===== src/rtl/mfps_pkg.sv =====
// package for the motor fault and power mode supervisor
// assumes a single 20 MHz clock shared by all users
package mfps_pkg;
   // ==========================================
   // timing
   localparam int CLK_HZ          = 20000000;
   localparam int TMR_W           = 12;
   localparam int STEP_HZ_0       = 10000000;
   localparam int STEP_HZ_1       = 1000000;
   localparam int STEP_HZ_2       = 100000;
   localparam int STEP_HZ_3       = 10000;
   localparam int DIV_0           = (CLK_HZ + STEP_HZ_0 - 1) / STEP_HZ_0;
   localparam int DIV_1           = (CLK_HZ + STEP_HZ_1 - 1) / STEP_HZ_1;
   localparam int DIV_2           = (CLK_HZ + STEP_HZ_2 - 1) / STEP_HZ_2;
   localparam int DIV_3           = (CLK_HZ + STEP_HZ_3 - 1) / STEP_HZ_3;
   localparam int SPEED_FS        = 32767;
   localparam logic [1:0] STARTUP_SENSE = 2'h2;
   localparam logic [1:0] STEP_LAST     = 2'h3;
   // ==========================================
   // lock response modes
   localparam logic [1:0] LOCK_LATCH  = 2'h0;
   localparam logic [1:0] LOCK_RETRY  = 2'h1;
   localparam logic [3:0] LOCK_REPORT = 4'h8;
   // ==========================================
   // power mode states
   typedef enum logic [2:0] {
      PM_RUN   = 3'h1,
      PM_STBY  = 3'h2,
      PM_SLEEP = 3'h4
   } mfps_pm_t;
   // sensing phase states
   typedef enum logic [3:0] {
      SN_IDLE  = 4'h1,
      SN_RISE  = 4'h2,
      SN_DECAY = 4'h4,
      SN_DONE  = 4'h8
   } mfps_sn_t;
   // fault flags
   typedef struct packed {
      logic sync_lost;
      logic absent_motor;
      logic lock;
      logic supply_low;
      logic supply_high;
      logic rise;
      logic decay;
      logic rate;
   } mfps_flt_t;
endpackage


===== src/rtl/mfps_top.sv =====
// motor fault and power mode supervisor: lock checks, supply faults,
// rotor sensing timers, sleep and standby control, driver disable
// assumes inputs synchronous to clk; analog levels arrive pre-compared
// Overview of operation
// - commutate on zero crossings of floating phase
// - missed crossings count raises sync lost event
// - low current past deglitch raises absent motor
// - undervoltage latches or auto clears per mode
// - overvoltage latches or auto clears per mode
// - sensing rise and decay use 12-bit timers
// - rise retries at four clocks then faults
// - decay steps same clocks then faults
// - new pulse during decay raises rate fault
// - mode one selects sleep, everything off
// - mode zero selects standby, supplies stay on
// - standby entry threshold, exit adds hysteresis
// - bus mode scales thresholds by 32767
// - pin low sleeps, pin high wakes, timed
// - bus mode sleeps on zero speed and pin low, timed
// - latched fault holds shutdown until clear, except rate and report-mode lock
// - driver disable pin forces all switches off
// - driver disable raises no fault flag
// - lock mode latch, retry, report, disabled
module mfps_top #(
   parameter int SYNC_W  = 4,
   parameter int DEG_W   = 16,
   parameter int RETRY_W = 24,
   parameter int FRAC_W  = 8
) (
   // clock and reset
   input  wire logic                 clk,
   input  wire logic                 rst,
   // commutation
   input  wire logic                 crossing_seen,
   input  wire logic                 crossing_missed,
   input  wire logic [2:0]           floating_phase,
   input  wire logic [SYNC_W-1:0]    sync_miss_limit,
   input  wire logic                 sync_check_enable,
   input  wire logic                 below_current_threshold,
   input  wire logic [DEG_W-1:0]     absent_motor_deglitch_time,
   input  wire logic                 absent_motor_check_enable,
   input  wire logic [3:0]           lock_response_mode,
   input  wire logic [RETRY_W-1:0]   lock_retry_time,
   // supply
   input  wire logic                 supply_below_low_limit,
   input  wire logic                 supply_above_high_limit,
   input  wire logic                 supply_low_response,
   input  wire logic                 supply_high_response,
   input  wire logic                 fault_clear_bit,
   // rotor position sensing
   input  wire logic [1:0]           startup_method,
   input  wire logic                 sensing_pulse_start,
   input  wire logic                 sensing_current_reached,
   input  wire logic                 sensing_current_zero,
   // power modes
   input  wire logic                 device_mode_select,
   input  wire logic                 bus_speed_mode,
   input  wire logic [15:0]          speed_value,
   input  wire logic [15:0]          speed_full_scale,
   input  wire logic [FRAC_W-1:0]    standby_entry_fraction,
   input  wire logic [FRAC_W-1:0]    standby_exit_hysteresis,
   input  wire logic                 speed_pin_low,
   input  wire logic                 speed_pin_high,
   input  wire logic [DEG_W-1:0]     sleep_detect_time,
   input  wire logic [DEG_W-1:0]     wake_detect_time,
   input  wire logic                 driver_disable_pin,
   // outputs
   output logic                      commutate_step,
   output logic [2:0]                sense_phase,
   output logic                      switches_hiz,
   output logic                      supplies_enable,
   output logic                      bus_enable,
   output logic [2:0]                power_state,
   output logic                      fault_indicator_pin_n,
   output mfps_pkg::mfps_flt_t       fault_flags
);
   // ==========================================
   // state
   localparam int TMR_W_L = mfps_pkg::TMR_W;
   typedef struct packed {
      logic [SYNC_W-1:0]  miss_cnt;
      logic [DEG_W-1:0]   deg_cnt;
      logic [RETRY_W-1:0] retry_cnt;
      logic               retrying;
      mfps_pkg::mfps_flt_t flt;
      mfps_pkg::mfps_sn_t sn;
      logic [1:0]         step;
      logic [13:0]        div_cnt;
      logic [TMR_W_L-1:0] tmr;
      mfps_pkg::mfps_pm_t pm;
      logic [DEG_W-1:0]   slp_cnt;
      logic               commute;
      logic [2:0]         phase;
   } mfps_st_t;

   mfps_st_t st_reg;
   mfps_st_t st_next;

   function automatic logic [13:0] step_div(input logic [1:0] s);
      case (s)
         2'h0:    step_div = 14'(mfps_pkg::DIV_0);
         2'h1:    step_div = 14'(mfps_pkg::DIV_1);
         2'h2:    step_div = 14'(mfps_pkg::DIV_2);
         default: step_div = 14'(mfps_pkg::DIV_3);
      endcase
   endfunction

   logic [31:0] entry_lvl;
   logic [31:0] exit_lvl;
   logic        lock_evt;
   logic        lock_protect;
   logic        tick;
   logic        tmr_ovf;
   logic        pin_sleep;

   always_comb
   begin
      if (bus_speed_mode)
      begin
         entry_lvl = (32'(standby_entry_fraction) * 32'(mfps_pkg::SPEED_FS)) >> FRAC_W;
         exit_lvl  = ((32'(standby_entry_fraction) + 32'(standby_exit_hysteresis))
                      * 32'(mfps_pkg::SPEED_FS)) >> FRAC_W;
      end
      else
      begin
         entry_lvl = (32'(standby_entry_fraction) * 32'(speed_full_scale)) >> FRAC_W;
         exit_lvl  = ((32'(standby_entry_fraction) + 32'(standby_exit_hysteresis))
                      * 32'(speed_full_scale)) >> FRAC_W;
      end
   end

   always_comb
   begin
      st_next = st_reg;
      tick    = (st_reg.div_cnt == step_div(st_reg.step) - 14'h0001);
      tmr_ovf = tick && (&st_reg.tmr);
      // ==========================================
      // commutation on floating phase crossings
      st_next.commute = crossing_seen;
      st_next.phase   = floating_phase;
      if (crossing_seen)
         st_next.miss_cnt = '0;
      else if (crossing_missed && st_reg.miss_cnt != sync_miss_limit)
         st_next.miss_cnt = st_reg.miss_cnt + 1'b1;
      if (below_current_threshold && !(&st_reg.deg_cnt))
         st_next.deg_cnt = st_reg.deg_cnt + 1'b1;
      else if (!below_current_threshold)
         st_next.deg_cnt = '0;
      // ==========================================
      // lock events and response
      lock_evt = 1'b0;
      lock_protect = (lock_response_mode[3:2] == mfps_pkg::LOCK_LATCH)
                     || (lock_response_mode[3:2] == mfps_pkg::LOCK_RETRY);
      if (lock_response_mode[3] && lock_response_mode[0])
         lock_protect = 1'b0;
      if (!(lock_response_mode[3] && lock_response_mode[0]))
      begin
         if (sync_check_enable && st_reg.miss_cnt == sync_miss_limit && sync_miss_limit != '0)
         begin
            st_next.flt.sync_lost = 1'b1;
            lock_evt = 1'b1;
         end
         if (absent_motor_check_enable && st_reg.deg_cnt > absent_motor_deglitch_time)
         begin
            st_next.flt.absent_motor = 1'b1;
            lock_evt = 1'b1;
         end
      end
      if (lock_evt)
         st_next.flt.lock = 1'b1;
      if (st_reg.retrying)
      begin
         st_next.retry_cnt = st_reg.retry_cnt + 1'b1;
         if (st_reg.retry_cnt >= lock_retry_time)
         begin
            st_next.retrying = 1'b0;
            st_next.retry_cnt = '0;
            st_next.flt.lock = lock_evt;
            st_next.flt.sync_lost = st_next.flt.sync_lost & lock_evt;
            st_next.flt.absent_motor = st_next.flt.absent_motor & lock_evt;
         end
      end
      else if (lock_evt && lock_response_mode[3:2] == mfps_pkg::LOCK_RETRY)
         st_next.retrying = 1'b1;
      // ==========================================
      // supply faults
      if (supply_below_low_limit)
         st_next.flt.supply_low = 1'b1;
      else if (supply_low_response || fault_clear_bit)
         st_next.flt.supply_low = 1'b0;
      if (supply_above_high_limit)
         st_next.flt.supply_high = 1'b1;
      else if (supply_high_response || fault_clear_bit)
         st_next.flt.supply_high = 1'b0;
      // ==========================================
      // latched lock flags clear only on request with condition gone
      if (fault_clear_bit && !lock_evt && lock_response_mode[3:2] != mfps_pkg::LOCK_RETRY)
      begin
         st_next.flt.lock = 1'b0;
         st_next.flt.sync_lost = 1'b0;
         st_next.flt.absent_motor = 1'b0;
      end
      // ==========================================
      // rotor position sensing
      st_next.div_cnt = tick ? '0 : st_reg.div_cnt + 1'b1;
      if (tick)
         st_next.tmr = st_reg.tmr + 1'b1;
      if (fault_clear_bit)
      begin
         st_next.flt.rise = 1'b0;
         st_next.flt.decay = 1'b0;
         st_next.flt.rate = 1'b0;
      end
      case (st_reg.sn)
         mfps_pkg::SN_IDLE:
            if (sensing_pulse_start && startup_method == mfps_pkg::STARTUP_SENSE)
            begin
               st_next.sn = mfps_pkg::SN_RISE;
               st_next.step = '0;
               st_next.tmr = '0;
               st_next.div_cnt = '0;
            end
         mfps_pkg::SN_RISE:
            if (sensing_current_reached)
            begin
               st_next.sn = mfps_pkg::SN_DECAY;
               st_next.step = '0;
               st_next.tmr = '0;
               st_next.div_cnt = '0;
            end
            else if (tmr_ovf)
            begin
               st_next.tmr = '0;
               st_next.div_cnt = '0;
               if (st_reg.step == mfps_pkg::STEP_LAST)
               begin
                  st_next.flt.rise = 1'b1;
                  st_next.sn = mfps_pkg::SN_IDLE;
               end
               else
                  st_next.step = st_reg.step + 1'b1;
            end
         mfps_pkg::SN_DECAY:
            if (sensing_pulse_start)
            begin
               st_next.flt.rate = 1'b1;
               st_next.sn = mfps_pkg::SN_IDLE;
            end
            else if (sensing_current_zero)
               st_next.sn = mfps_pkg::SN_DONE;
            else if (tmr_ovf)
            begin
               st_next.tmr = '0;
               st_next.div_cnt = '0;
               if (st_reg.step == mfps_pkg::STEP_LAST)
               begin
                  st_next.flt.decay = 1'b1;
                  st_next.sn = mfps_pkg::SN_IDLE;
               end
               else
                  st_next.step = st_reg.step + 1'b1;
            end
         default:
            st_next.sn = mfps_pkg::SN_IDLE;
      endcase
      // ==========================================
      // power modes
      pin_sleep = bus_speed_mode ? (speed_value == 16'h0000 && speed_pin_low) : speed_pin_low;
      if ((st_reg.pm == mfps_pkg::PM_SLEEP) ? speed_pin_high : pin_sleep)
      begin
         if (!(&st_reg.slp_cnt))
            st_next.slp_cnt = st_reg.slp_cnt + 1'b1;
      end
      else
         st_next.slp_cnt = '0;
      case (st_reg.pm)
         mfps_pkg::PM_RUN:
            if (32'(speed_value) < entry_lvl)
               st_next.pm = mfps_pkg::PM_STBY;
         mfps_pkg::PM_STBY:
            if (device_mode_select && st_reg.slp_cnt >= sleep_detect_time)
            begin
               st_next.pm = mfps_pkg::PM_SLEEP;
               st_next.slp_cnt = '0;
            end
            else if (32'(speed_value) > exit_lvl)
               st_next.pm = mfps_pkg::PM_RUN;
         mfps_pkg::PM_SLEEP:
            if (st_reg.slp_cnt >= wake_detect_time)
            begin
               st_next.pm = mfps_pkg::PM_STBY;
               st_next.slp_cnt = '0;
            end
         default:
            st_next.pm = mfps_pkg::PM_STBY;
      endcase
   end

   always_ff @(posedge clk or posedge rst)
   begin
      if (rst)
      begin
         st_reg <= '0;
         st_reg.sn <= mfps_pkg::SN_IDLE;
         st_reg.pm <= mfps_pkg::PM_STBY;
      end
      else
         st_reg <= st_next;
   end

   // ==========================================
   // outputs
   always_comb
   begin
      commutate_step = st_reg.commute;
      sense_phase = st_reg.phase;
      power_state = st_reg.pm;
      fault_flags = st_reg.flt;
      supplies_enable = (st_reg.pm != mfps_pkg::PM_SLEEP);
      bus_enable = (st_reg.pm != mfps_pkg::PM_SLEEP);
      switches_hiz = driver_disable_pin
                     || st_reg.pm != mfps_pkg::PM_RUN
                     || st_reg.flt.supply_low || st_reg.flt.supply_high
                     || (st_reg.flt.lock && lock_protect)
                     || st_reg.flt.rise || st_reg.flt.decay;
      fault_indicator_pin_n = ~(|st_reg.flt);
   end

   // ==========================================
   // checks
   property p_driver_disable_pin;
      @(posedge clk) disable iff (rst) driver_disable_pin |-> switches_hiz;
   endproperty
   a_driver_disable_pin: assert property (p_driver_disable_pin) else $error("switches on while disabled");
   property p_uv;
      @(posedge clk) disable iff (rst) supply_below_low_limit |=> fault_flags.supply_low && switches_hiz;
   endproperty
   a_uv: assert property (p_uv) else $error("undervoltage not flagged");
   property p_ov;
      @(posedge clk) disable iff (rst) supply_above_high_limit |=> fault_flags.supply_high;
   endproperty
   a_ov: assert property (p_ov) else $error("overvoltage not flagged");
   property p_hold;
      @(posedge clk) disable iff (rst)
         (fault_flags.supply_low && !supply_low_response && !fault_clear_bit) |=> fault_flags.supply_low;
   endproperty
   a_hold: assert property (p_hold) else $error("latched fault dropped");
   property p_sleep_bus;
      @(posedge clk) disable iff (rst)
         $rose(power_state == mfps_pkg::PM_SLEEP) |-> device_mode_select;
   endproperty
   a_sleep_bus: assert property (p_sleep_bus) else $error("sleep without mode");
   property p_sleep_off;
      @(posedge clk) disable iff (rst) power_state == mfps_pkg::PM_SLEEP |-> !supplies_enable && !bus_enable;
   endproperty
   a_sleep_off: assert property (p_sleep_off) else $error("supplies on in sleep");
   property p_stby_on;
      @(posedge clk) disable iff (rst) power_state == mfps_pkg::PM_STBY |-> supplies_enable && bus_enable;
   endproperty
   a_stby_on: assert property (p_stby_on) else $error("supplies off in standby");
   property p_rise;
      @(posedge clk) disable iff (rst) $rose(fault_flags.rise) |-> $past(st_reg.step) == mfps_pkg::STEP_LAST;
   endproperty
   a_rise: assert property (p_rise) else $error("rise fault too early");
   property p_rate;
      @(posedge clk) disable iff (rst)
         (st_reg.sn == mfps_pkg::SN_DECAY && sensing_pulse_start) |=> fault_flags.rate;
   endproperty
   a_rate: assert property (p_rate) else $error("rate fault missing");
endmodule


===== config.mk =====
export PLATFORM = sky130hd
export DESIGN_NAME = mfps_top
export DESIGN_NICKNAME = d
export VERILOG_FILES = /design/src/rtl/mfps_pkg.sv /design/src/rtl/mfps_top.sv
export SDC_FILE = /design/constraint.sdc
export NUM_CORES = 1
export LEC_CHECK = 0
export BUFFER_PORTS_ARGS = -buffer_cell sky130_fd_sc_hd__buf_4
export CAP_MARGIN = 25
export CORE_AREA = 2 2 271 166
export DETAILED_ROUTE_END_ITERATION = 8
export DIE_AREA = 0 0 273 168
export GPL_TIMING_DRIVEN = 0
export PLACE_DENSITY_LB_ADDON = 0.3
export REMOVE_ABC_BUFFERS = 1
export SLEW_MARGIN = 20
export SYNTH_ARGS = -nofsm -noshare
export SYNTH_HDL_FRONTEND = slang
export SYNTH_SLANG_ARGS = --single-unit

===== constraint.sdc =====
create_clock -name clk -period 3.2 [get_ports clk]
set_clock_uncertainty 0.05 [all_clocks]
set_input_delay 0 -clock clk [delete_from_list [all_inputs] [get_ports clk]]
set_output_delay 0 -clock clk [all_outputs]
set_load 0.02 [all_outputs]

==> impl_metrics.tcl <==
set metrics [dict create \
    grt_setup_unrepaired "yes" \
    cp_top_family "compound AO/OA/AOI/OAI gates" \
    final_cells 3057 \
    grt_antenna_before_repair 0 \
    clock-root-buffer "clkbuf_16" \
    gp_congestion 0.875 \
    finish.net_count 3136 \
    grt_pass1_wl_um 86400 \
    n_antenna_cell 0 \
    hold_class "input pin to register" \
    synth-edff-count 0 \
    clk_path_buf_depth 2 \
    final-hold-violation-count 0 \
    routed_wl_um 52100 \
    htree_levels 3 \
    final_cell_mix "inv_1, ha_1, fa_1, nand2_1, buf_4" \
    syn_inst 2274 \
    max_cap_violations 0 \
    crit_buf_inv 7 \
    fin_crit_sh 2.36 \
    yosysSeqAreaShare 0.137 \
    area_delta_synth_final_pct 17.7 \
    wire_per_inst_um 17.0 \
    gr-total-overflow 0 \
    dp_hpwl_um 39700 \
    critical_path_class "input pin to register" \
    violations "negative setup slack" \
    drc 0 \
    viasPerCell 5.38 \
    slew_headroom 0.357 \
    fillers 4014 \
    worstPathMaxFanout 4 \
    setup_slack_ns -4.36 \
    cts_tree "done" \
    numCtsBuffers 9 \
    synth_ff_type "dfrtp_1" \
    worstPathArrival_ns 7.78 \
    initial_core_util 0.451 \
    fp.dieW_um 273 \
    grt_max_degree 60 \
    io_buffers 170 \
    max_stage_delay_ns 0.60 \
    synth_cell_types 74 \
    clk_pin_slew_ns 0.07 \
    grt_pass1_vias 16900 \
    drive_gt1_frac 0.145 \
    final_common_cell "inv_1" \
    dp_cells 2970 \
    synth_area_um2 19800 \
    die_y_um 168 \
    synth-seq-cells 108 \
    rows 60 \
    cts.sinks 108 \
    tightestPinTransition_ns 0.956 \
    pin_count 172 \
    finalSetupViolCount 2 \
    crit_slowest_cell "fa_2" \
    syn_area_per_cell_um2 8.70 \
    slew_viol_final 0 \
    vias 16500 \
    largest_register_ffs 93 \
    fp.dieArea_um2 45900 \
    first_pass_iters 5 \
    status "complete, but fails checks" \
    start_kind "input pin" \
    clk_latency_ns 0.36 \
    post-route-min-period_ns 7.56 \
    async_flop_share 1.00 \
    track_usage 0.232 \
    synth_warnings 0 \
    core_um2 43800 \
    required_ns 3.42 \
    cp-end-kind "register" \
    drt-initial-drc-count 1064 \
    timing.fmax_ghz 0.132 \
    ant_nets 0 \
]
## metal layers
layer / GRT usage / up-vias / share of wire
li1: - / 7742 / -
met1: 0.336 / 8159 / 0.46
met2: 0.368 / 498 / 0.45
met3: 0.0391 / 60 / 0.068
met4: 0.0437 / 0 / 0.013
met5: 0 / - / 0
## repair_timing
item | CTS | global route
buffers inserted | 37 | 11
gates resized for setup | 117 | 20
hold endpoints to repair | 71 | 0
pin swaps | 82 | 38
gates cloned | 3 | 1
hold buffers | 19 | 0
setup endpoints to repair | 18 | 17
## stage by stage
stage / utilization / setup slack (ns) / setup TNS, ns / hold slack [ns] / instance area [um^2]
CTS: 0.526 / -4.21 / -8.37 / 0.0419 / 23100
floorplan: - / -4.54 / -9.06 / -0.0186 / 19400
finish: 0.531 / -4.36 / -8.71 / 0.0609 / 23300
global route: 0.531 / -4.64 / -9.30 / 0.0679 / 23300
detailed placement: 0.493 / -6.01 / -13.37 / 0.0217 / 21600
global placement: 0.489 / -6.65 / -123.17 / 0.0603 / 21400
## kinds of logic after synthesis
logic type	Yosys count	synth area share
compound gates	322	0.107
xor+xnor	119	0.0527
mux	17	0.00860
flops	108	0.137
simple gates	695	0.176
buf+inv	493	0.0977
fa+ha+maj	520	0.421
## cells in the mapped netlist (all sizes together), types with 5 or more instances
master | number | share of area
o211a | 5 | 0.0025
xor2 | 65 | 0.029
nor3 | 30 | 0.0076
o21bai | 8 | 0.0030
nand2 | 221 | 0.042
nand3 | 56 | 0.014
o21a | 15 | 0.0057
buf | 21 | 0.0082
ha | 277 | 0.18
o21ai | 59 | 0.015
and3 | 25 | 0.0080
clkbuf | 51 | 0.0097
dfrtp | 106 | 0.13
or3 | 15 | 0.0050
fa | 243 | 0.25
a31oi | 9 | 0.0028
nor2 | 113 | 0.021
nand4 | 25 | 0.0079
o2111ai | 8 | 0.0035
nor2b | 16 | 0.0051
o31ai | 5 | 0.0019
and2 | 134 | 0.042
nand2b | 11 | 0.0035
o211ai | 9 | 0.0034
and4 | 7 | 0.0032
o31a | 5 | 0.0022
inv | 420 | 0.080
a211oi | 12 | 0.0048
xnor2 | 54 | 0.024
nor3b | 6 | 0.0023
a21oi | 100 | 0.025
a2111oi | 6 | 0.0036
nor4 | 16 | 0.0054
mux2i | 17 | 0.0086
a21o | 49 | 0.019
or2 | 6 | 0.0019
## area by class of cell
class                      count  area, um^2  share of cell area
tap                          589         737              0.0317
timing repair buffer         248        2120              0.0909
multi-input combinational   1675       15800               0.679
sequential                   108        2710               0.116
clock inverter                 5        67.6             0.00290
clock buffer                  11         253              0.0109
inverter                     421        1600              0.0687
## tightest hold or removal path, delay by kind of cell
family / cells / cell delay, ns
compound gates: 1 / 0.05
buf+inv: 1 / 0.11
simple gates: 2 / 0.27
## path summary, 6_finish.rpt
check                                          startpoint              to  slack (ns)  cells past startpoint
worst max-delay path            standby_entry_fraction[1]  power_state[0]       -4.36                     37
worst min-delay path                    sync_check_enable  fault_flags[7]        0.06                      4
worst max register to register                 st_reg[49]      st_reg[53]        0.18                      8
worst min register to register                 st_reg[35]      st_reg[35]        0.50                      1
max in group asynchronous                             rst      st_reg[51]        2.21                      4
min in group asynchronous                             rst  sense_phase[0]        0.19                      3
Power is not shown: default switching activity piles up to over one toggle a cycle in this logic, so the estimate is an artifact.
